==> src/inc/lsc_pkg.sv <==
/*
 Constants, register map and carrier structs for the light sensor conversion timing block.
 Assumes a host-side bus front end that delivers decoded register writes, reads and sync strobes.
*/
package lsc_pkg;
	// Register map
	localparam logic [7:0] ADDR_COMMAND = 8'h00;
	localparam logic [7:0] ADDR_RESULT_LOW = 8'h01;
	localparam logic [7:0] ADDR_RESULT_HIGH = 8'h02;
	localparam int SYNC_ADDR_BIT = 7;
	localparam logic [6:0] TARGET_ADDRESS = 7'h44;
	// Command register fields
	localparam int CMD_ENABLE_BIT = 7;
	localparam int CMD_CONTINUOUS_BIT = 6;
	localparam int CMD_TIMING_MODE_BIT = 4;
	localparam int CMD_RES_LSB = 2;
	// Reset values
	localparam logic [7:0] COMMAND_RESET = 8'h00;
	localparam logic [15:0] RESULT_RESET = 16'h0000;
	// Integration lengths in oscillator cycles, minus one
	localparam logic [15:0] CYCLES_16BIT = 16'hFFFF;
	localparam logic [15:0] CYCLES_12BIT = 16'h0FFF;
	localparam logic [15:0] CYCLES_8BIT = 16'h00FF;
	localparam logic [15:0] CYCLES_4BIT = 16'h000F;
	// Timing mode decode of command bits 4:2
	localparam logic [2:0] MODE_EXT_ADC = 3'h4;
	localparam logic [2:0] MODE_EXT_TIMER = 3'h5;

	typedef enum logic [1:0] {LSC_IDLE, LSC_WAIT_SYNC, LSC_INTEGRATE} lsc_phase_e;

	// Decoded register access from the serial front end
	typedef struct packed {
		logic wr;
		logic rd;
		logic [7:0] addr;
		logic [7:0] wdata;
	} lsc_access_s;

	// Whole state of the block
	typedef struct packed {
		logic [7:0] command;
		lsc_phase_e phase;
		logic [15:0] cycle_count;
		logic [15:0] adc_acc;
		logic [15:0] adc_result;
		logic [15:0] timer_result;
		logic [15:0] shown;
		logic [7:0] rdata;
		logic rvalid;
		logic done;
		logic overflow;
	} lsc_state_s;
endpackage : lsc_pkg

==> src/verilog/lsc_conversion.sv <==
/*
 Conversion timing and result readout of an ambient light sensor.
 Holds the command register, the integration cycle counter, the
 converter pulse accumulator and the published 16-bit result word.
 Internal timing closes a window after a fixed power-of-two tick count;
 external timing opens and closes windows on sync writes.
 Resolution bits pick 16, 12, 8 or 4 bit internal windows.
 Both result bytes update in one cycle from one word.
 Writes to the result addresses leave the result word untouched.
 Reads of unmapped addresses return zero.
 A command write aborts any running integration and restarts it if the new command sets enable.
 Sync writes are ignored while internal timing is selected.
 A sync in the cycle right after a command write is lost,
 so the host leaves one idle cycle there.
 The overflow output flags a window that wrapped the counter;
 it clears when that window closes or the next one starts, not on a command write.
 Assumes: a serial front end decodes transfers addressed to the target address into
 one-cycle access strobes; osc_tick marks each internal oscillator cycle; photo_pulse
 marks each charge quantum counted by the integrating converter.
 Assumes all inputs are synchronous to clk and reset is held for one edge at least.
 Assumes the host spaces sync writes closely enough to avoid a counter wrap.
*/
`timescale 1ns/1ps
module lsc_conversion (
	input wire logic clk,
	input wire logic reset,
	input wire logic [6:0] bus_target,
	input wire lsc_pkg::lsc_access_s access,
	input wire logic osc_tick,
	input wire logic photo_pulse,
	output logic [7:0] read_data,
	output logic read_valid,
	output logic [7:0] command_out,
	output logic conversion_done,
	output logic powered_up,
	output logic counter_overflow
);
	// Whole block state, current and next
	lsc_pkg::lsc_state_s s_q;
	lsc_pkg::lsc_state_s s_d;
	// Decode and datapath helpers
	logic addressed;
	logic is_sync;
	logic cmd_write;
	logic enabled;
	logic external;
	logic [2:0] mode;
	logic [15:0] last_cycle;
	logic finish;
	logic [15:0] adc_next;
	logic [15:0] new_shown;

	// Access decode
	assign addressed = (bus_target == lsc_pkg::TARGET_ADDRESS);
	assign is_sync = addressed && access.wr && access.addr[lsc_pkg::SYNC_ADDR_BIT];
	assign cmd_write = addressed && access.wr && (access.addr == lsc_pkg::ADDR_COMMAND);
	assign enabled = s_q.command[lsc_pkg::CMD_ENABLE_BIT];
	assign mode = s_q.command[lsc_pkg::CMD_TIMING_MODE_BIT:lsc_pkg::CMD_RES_LSB];
	assign external = s_q.command[lsc_pkg::CMD_TIMING_MODE_BIT];

	// Internal integration length per resolution bits
	always_comb
	begin
		unique case (mode[1:0])
			2'b00: last_cycle = lsc_pkg::CYCLES_16BIT;
			2'b01: last_cycle = lsc_pkg::CYCLES_12BIT;
			2'b10: last_cycle = lsc_pkg::CYCLES_8BIT;
			2'b11: last_cycle = lsc_pkg::CYCLES_4BIT;
		endcase
	end

	// Converter accumulator with this cycle's pulse included
	assign adc_next = s_q.adc_acc + {15'h0000, photo_pulse};

	// End of integration: fixed count internally, sync externally
	always_comb
	begin
		finish = 1'b0;
		// Syncs only close a window in external mode
		if (s_q.phase == lsc_pkg::LSC_INTEGRATE)
		begin
			if (external)
				finish = is_sync;
			else
				finish = osc_tick && (s_q.cycle_count == last_cycle);
		end
	end

	// Next state
	always_comb
	begin
		s_d = s_q;
		s_d.done = 1'b0;
		s_d.rvalid = 1'b0;
		new_shown = s_q.shown;
		// Command write takes effect at once
		if (cmd_write)
		begin
			s_d.command = access.wdata;
			// Integration restarts under the new settings
			s_d.phase = lsc_pkg::LSC_IDLE;
		end

		unique case (s_q.phase)
			lsc_pkg::LSC_IDLE:
			begin
				// Clear counters and pick sync wait or integration by timing mode
				if (enabled && !cmd_write)
				begin
					s_d.cycle_count = 16'h0000;
					s_d.adc_acc = 16'h0000;
					s_d.overflow = 1'b0;
					s_d.phase = external ? lsc_pkg::LSC_WAIT_SYNC : lsc_pkg::LSC_INTEGRATE;
				end
			end
			lsc_pkg::LSC_WAIT_SYNC:
			begin
				// External mode opens on the first sync
				if (is_sync && !cmd_write)
					s_d.phase = lsc_pkg::LSC_INTEGRATE;
			end
			lsc_pkg::LSC_INTEGRATE:
			begin
				if (!cmd_write)
				begin
					// Oscillator counting is the same in both modes
					if (osc_tick)
					begin
						s_d.cycle_count = s_q.cycle_count + 16'h0001;
						if (s_q.cycle_count == 16'hFFFF)
							s_d.overflow = 1'b1;
					end
					s_d.adc_acc = adc_next;
					// Close the window and publish one word
					if (finish)
					begin
						s_d.adc_result = adc_next;
						s_d.timer_result = s_q.cycle_count + {15'h0000, osc_tick};
						s_d.done = 1'b1;
						new_shown = (mode == lsc_pkg::MODE_EXT_TIMER) ?
							s_d.timer_result : adc_next;
						s_d.cycle_count = 16'h0000;
						s_d.adc_acc = 16'h0000;
						s_d.overflow = 1'b0;
						// One-time mode drops enable and idles
						if (!s_q.command[lsc_pkg::CMD_CONTINUOUS_BIT])
						begin
							s_d.command[lsc_pkg::CMD_ENABLE_BIT] = 1'b0;
							s_d.phase = lsc_pkg::LSC_IDLE;
						end
					end
				end
			end
		endcase

		// Command picks the shown word; external codes switch even mid-window
		if (cmd_write && (s_q.phase != lsc_pkg::LSC_INTEGRATE ||
			access.wdata[lsc_pkg::CMD_TIMING_MODE_BIT]))
			new_shown = (access.wdata[lsc_pkg::CMD_TIMING_MODE_BIT:lsc_pkg::CMD_RES_LSB] ==
				lsc_pkg::MODE_EXT_TIMER) ? s_q.timer_result : s_q.adc_result;
		s_d.shown = new_shown;

		// Register read; result bytes ignore writes
		if (addressed && access.rd)
		begin
			s_d.rvalid = 1'b1;
			unique case (access.addr)
				lsc_pkg::ADDR_COMMAND: s_d.rdata = s_q.command;
				lsc_pkg::ADDR_RESULT_LOW: s_d.rdata = s_q.shown[7:0];
				lsc_pkg::ADDR_RESULT_HIGH: s_d.rdata = s_q.shown[15:8];
				default: s_d.rdata = 8'h00;
			endcase
		end
	end

	// State register
	always_ff @(posedge clk)
	begin
		if (reset)
		begin
			// Counters, flags and results all start cleared
			s_q <= '0;
			s_q.command <= lsc_pkg::COMMAND_RESET;
			s_q.phase <= lsc_pkg::LSC_IDLE;
			s_q.shown <= lsc_pkg::RESULT_RESET;
			s_q.adc_result <= lsc_pkg::RESULT_RESET;
			s_q.timer_result <= lsc_pkg::RESULT_RESET;
		end
		else
			s_q <= s_d;
	end

	// Read port straight from state flops
	assign read_data = s_q.rdata;
	assign read_valid = s_q.rvalid;

	// Status outputs straight from state flops
	assign command_out = s_q.command;
	assign conversion_done = s_q.done;
	assign powered_up = s_q.command[lsc_pkg::CMD_ENABLE_BIT];
	assign counter_overflow = s_q.overflow;
endmodule : lsc_conversion

==> config.mk <==
export PLATFORM = sky130hd
export DESIGN_NAME = lsc_conversion
export DESIGN_NICKNAME = d
export VERILOG_FILES = /design/src/inc/lsc_pkg.sv /design/src/verilog/lsc_conversion.sv
export SDC_FILE = /design/constraint.sdc
export NUM_CORES = 1
export LEC_CHECK = 0
export BUFFER_PORTS_ARGS = -buffer_cell sky130_fd_sc_hd__buf_2
export CORE_MARGIN = 2
export CORE_UTILIZATION = 30
export CTS_CLUSTER_SIZE = 20
export DETAILED_ROUTE_END_ITERATION = 7
export SLEW_MARGIN = 20
export SYNTH_ARGS = -nofsm -noshare
export SYNTH_HDL_FRONTEND = slang
export SYNTH_SLANG_ARGS = --single-unit
==> constraint.sdc <==
create_clock -name clk -period 3.4 [get_ports clk]
set_input_delay 0.68 -clock clk [delete_from_list [all_inputs] [get_ports clk]]
set_output_delay 0.68 -clock clk [all_outputs]
set_load 0.02 [all_outputs]
* Word-level counts from Yosys, hierarchy flattened *
Index checks and enable logic that the tools add are counted.

cells by class
  add/sub/neg operators = 3
  bitwise operators = 2
  muxes and demuxes = 31
  eq/ne operators = 18
  reductions and logical operators = 22

operators by type and width
  cell                     number
  $mux W66                 2
  $mux W16                 7
  $pmux W16 S4             1
  $pmux W32 S2             1
  $mux W34                 1
  $add A16 B1 Y16          2
  $pmux W8 S3              1
  $add A16 B1 Y16 const B  1
  $eq A16 B16 Y1           1
  $eq A16 B16 Y1 const B   1
  $mux W1                  11
  $mux W10                 1
  $reduce_and A3 Y1        3
  $eq A8 B1 Y1 const B     1
  $eq A8 B2 Y1 const B     1
  $logic_and A1 B1 Y1      8
  $logic_not A8 Y1         1
  $mux W2                  4
  $eq A7 B7 Y1 const B     1
  $eq A2 B2 Y1 const B     3
  $eq A3 B3 Y1 const B     2
  $ne A2 B2 Y1 const B     3
  $pmux W2 S3              1
  $reduce_bool A2 Y1       3
  12 further kinds         15

storage, ports and cells
  input bits = 29
  word-level logic and storage cells = 88
  output and inout port bits = 20
  register bits = 101

* Logic depth before layout (Yosys ltp) *
  depth in word-level cells = 10
  depth in mapped cells = 10
  depth with buffers taken out = 8

* Worst setup path after synthesis *
Ideal clock, no wire load.

  kind = input to register
  from = in bus_target[1]
  to = reg s_q[14] in the netlist's numbering
  library setup time = 0.115 ns
  slack = 0.887 ns
  buffers on the path = 2
  required time = 3.285 ns
  data arrival time = 2.398 ns
  cell stages on the path = 7
  cells stage by stage = nor3_1 > nand2_1 > a2111oi_0 > buf_2 > buf_1 > a21oi_1 > o21a_1

on the way
  cells in the longest elaborated chain, start to end = 7
  elaborated cells on any way between the ends = 12
  classes of those cells = eq/ne (2); mux (3); reduce/logical (7)

RTL lines
  item                                 RTL line                                    source
  start: declaration                   lsc_conversion.sv:27                        input wire logic [6:0] bus_target,
  $eq A7 B7 Y1 (*)                     lsc_conversion.sv:54                        assign addressed = (bus_target == lsc_pkg::TARGET_ADDRESS);
  $logic_and A1 B1 Y1 (*)              lsc_conversion.sv:55, lsc_conversion.sv:56
  $logic_and A1 B1 Y1                  lsc_conversion.sv:55                        assign is_sync = addressed && access.wr && access.addr[lsc_pkg::SYNC_ADDR_BIT];
  $mux W1                              lsc_conversion.sv:82                        if (external)
  $mux W1                              lsc_conversion.sv:80                        if (s_q.phase == lsc_pkg::LSC_INTEGRATE)
  $reduce_bool A2 Y1 (no source line)  --
  $reduce_and A3 Y1 (no source line)   --
  end: declaration                     lsc_conversion.sv:39                        lsc_pkg::lsc_state_s s_q;

Mark *: on every way between the ends. The rest lies on a longest branch, timed or not.
A chain may end at the register's enable or synchronous reset.

* Worst setup path after layout *
  from = reg s_q[83] in the netlist's numbering
  to = reg s_q[14] in the netlist's numbering

on the way
  cells in the longest elaborated chain, start to end = 6

RTL lines
  item                                 RTL line              source
  $eq A16 B16 Y1                       lsc_conversion.sv:85  finish = osc_tick && (s_q.cycle_count == last_cycle);
  $logic_and A1 B1 Y1                  lsc_conversion.sv:85
  $mux W1                              lsc_conversion.sv:82
  $mux W1                              lsc_conversion.sv:80
  $reduce_bool A2 Y1 (no source line)  --
  $reduce_and A3 Y1 (no source line)   --

Every way passes these cells.

==> impl_metrics.csv <==
group,metric,value,unit
cells_and_area,fin_nets,737,
grt,grt_max_degree,63,
floorplan,fp.dieH,139,um
route,wire_per_inst,15.9,um
sta,tightest_slew,0.778,ns
route,viasPerCell,5.18,
pwr,ir_drop,0.383,mV
floorplan,coreArea,18000,um2
worst_setup_path,crit_type,"reg -> reg",
sta,setup_violations,0,
clocking,clock-sinks,101,
worst_setup_path,critical_path.startpoint,"s_q[83]",
worst_setup_path,slowest_stage,"or4_1",
worst_setup_path,crit_buf_inv,0,
grt,grt_pass1_vias,4472,
route,drt_wl_total,14900,um
clocking,ctsHtreeMaxLevel,3,
hold_path,min-delay-start,"s_q[33]",
sta,rsz0062_at_grt,"no",
route,dr.pass1.iters,4,
sta,setup_tns,0,ns
worst_setup_path,critPathTopFamily,"simple AND/OR/NAND/NOR gates",
route,drt_iter0_markers,337,
synthesis,synth_edf_count,0,
cells_and_area,syn_to_final_growth,11.3,%
worst_setup_path,worstPathRequired,3.67,ns
grt,grt_overflow,0,
clocking,cts_tree,"yes",
cells_and_area,multi_input_area,3130,um2
synthesis,syn-num-nets,722,
synthesis,synth_area,5500,um2
clocking,root_buffer,"clkbuf_16",
clocking,clkLatencyLatePin,0.37,ns
floorplan,rows,49,
clocking,cts.hold.buffers_added,0,
cells_and_area,fillers,1893,
pwr,leakagePower,0.00224,uW
place,gp_congestion,0.854,
sta,hold_violations,0,
floorplan,num_io_pins,49,
synthesis,synthesis.instances,685,
synthesis,ys.flop_type,"dfxtp_1",
clocking,cts_resized,0,
clocking,clockBufferDepth,2,
pwr,p_per_area,366,nW/um2
worst_setup_path,crit_arrival,3.06,ns
sta,final_max_slew_viol_count,0,
synthesis,synth_commonest_cells,"nand2_1, dfxtp_1, a21oi_1, nor2_1, clkbuf_1",
sta,min_period_over_period,82.0,%
worst_setup_path,path_cells,"or4_1, mux2_4, o41ai_2, and2_1, mux2_2, o21a_1",
cells_and_area,drive_gt1_share,16.3,%
clocking,postCtsSetupRepairBufs,0,
sta,maxSlewHeadroom,48.0,%
pwr,power_frac_seq,52.8,%
sta,clock_skew,0.0104,ns
route,ant_nets,0,
cells_and_area,diodes,0,
synthesis,yosys_register_bits,101,
synthesis,async_flop_share,0,%
worst_setup_path,cp-end-kind,"flip-flop",
route,vias,4841,
pwr,internal_power,1710,uW
grt,grt_usage,15.6,%
floorplan,start_util,30.6,%
pwr,pwr-share-comb,3.0,%
grt,antenna_found_initial,0,
outcome,status,"finished clean",
cells_and_area,final_util,34.1,%
pwr,sw_frac_of_total,23.6,%
flow_run,drv_cap,0,
grt,grt_pass1_wl,24400,um
pwr,p_switching,529,uW
place,dpl.hpwl,10800,um
floorplan,dieWidth,139,um
clocking,path_clk_slew,0.07,ns
synthesis,synth.distinct_cells,65,
floorplan,dieArea,19400,um2
worst_setup_path,path_max_fanout,11,
synthesis,synth.most_common_cell,"nand2_1",
synthesis,synthTopCellsByArea,"dfxtp_1, nand2_1, a21oi_1",
worst_setup_path,setup.worst_path.start_class,"flip-flop",
cells_and_area,register_area,2020,um2
synthesis,netlist.area_leader.share,36.7,%
pwr,pwr-share-clk,44.2,%
synthesis,synth_top_cell_by_area,"dfxtp_1",
worst_setup_path,r2r_start,"s_q[83]",
worst_setup_path,cpPeakStageDelay,0.55,ns
hold_path,hold_path_class,"reg -> reg",
synthesis,yosysSeqAreaShare,36.7,%
clocking,numCtsBuffers,9,
place,port_buffers,48,
sta,clock.fmax,359,MHz
route,drc,0,
synthesis,syn_area_per_cell,8.04,um2
synthesis,yosysWarnings,0,
sta,period_minus_slack,2.79,ns
metrics by stage:
| step | total power, uW | hold WS (ns) | cells | cell area [um2] | worst slack [ns] |
|---|---|---|---|---|---|
| 2_1_floorplan | 1250 | 0.428 | 685 | 5500 | 0.887 |
| 3_3_place_gp | 1280 | 0.438 | 918 | 5850 | 0.472 |
| 3_5_place_dp | 1280 | 0.441 | 918 | 5850 | 0.419 |
| 4_1_cts | 2280 | 0.451 | 934 | 6130 | 0.619 |
| 5_1_grt | 2320 | 0.463 | 934 | 6130 | 0.465 |
| 6_report | 2240 | 0.450 | 934 | 6130 | 0.611 |
power by group through the flow:
| stage | clock (uW) | combinational, uW | sequential [uW] |
|---|---|---|---|
| final | 990 | 68.0 | 1180 |
| after CTS | 1030 | 68.6 | 1180 |
| after detailed placement | 0 | 68.1 | 1210 |
| after global placement | 0 | 68.0 | 1210 |
| after floorplan | 0 | 35.7 | 1210 |
| after global routing | 1070 | 73.8 | 1180 |
final timing paths:
check / end / slack, ns / depth (start not counted)
worst max-delay path: s_q[14] / 0.61 / 6
worst min-delay path: s_q[33] / 0.45 / 2
worst max register to register: s_q[14] / 0.61 / 6
worst min register to register: s_q[33] / 0.45 / 2
cell usage in the layout, fill, tap and decap left out, types with 9 or more instances in the layout:
| cell | instances |
|---|---|
| buf_4 | 15 |
| a22oi_1 | 14 |
| nor2_1 | 48 |
| a21oi_1 | 58 |
| nor4_1 | 14 |
| mux2_2 | 20 |
| nor3_1 | 14 |
| xor2_1 | 15 |
| inv_1 | 10 |
| nand4_1 | 9 |
| xnor2_1 | 22 |
| clkbuf_16 | 9 |
| nand2_1 | 126 |
| o21ai_0 | 21 |
| dfxtp_1 | 101 |
| mux2i_1 | 18 |
| buf_2 | 48 |
| nand3_1 | 21 |
| a31oi_1 | 14 |
state kept, by name, indices dropped and copies added (netlist names):
| signal | count |
|---|---|
| command_out | 8 |
| conversion_done | 1 |
| counter_overflow | 1 |
| read_data | 8 |
| read_valid | 1 |
| s_q | 82 |
final cells by class:
class,instances,area share (%)
Timing Repair Buffer,64,6.09
Sequential cell,101,33.0
Multi-Input combinational cell,514,51.1
Clock inverter,6,0.735
Clock buffer,10,3.74
Inverter,10,0.613
Tap cell,229,4.68
worst register-to-register path: cells and delay by family (launching register included):
family / cells / cell delay, ns
AND/OR/NAND/NOR: 2 / 1.03
flip-flops: 1 / 0.38
multiplexers: 2 / 0.70
AO/OA/AOI/OAI: 2 / 0.58
metal layers:
metal / part of all wire, % / global-route usage, %
met1: 49 / 21.0
met3: 5.4 / 3.85
met5: 0 / 0
met4: 1.9 / 4.63
met2: 44 / 24.7
cell families after synthesis:
kind of cell	Yosys count	synth area share [%]
and+or+nand+nor	282	24.6
buffers and inverters	70	6.46
adders and majority gates	8	1.82
DFF	101	36.7
AOI/OAI and AO/OA	148	16.8
xor gates and xnor gates	37	5.89
muxes	39	7.64
Power figures use the tool's default switching activity.
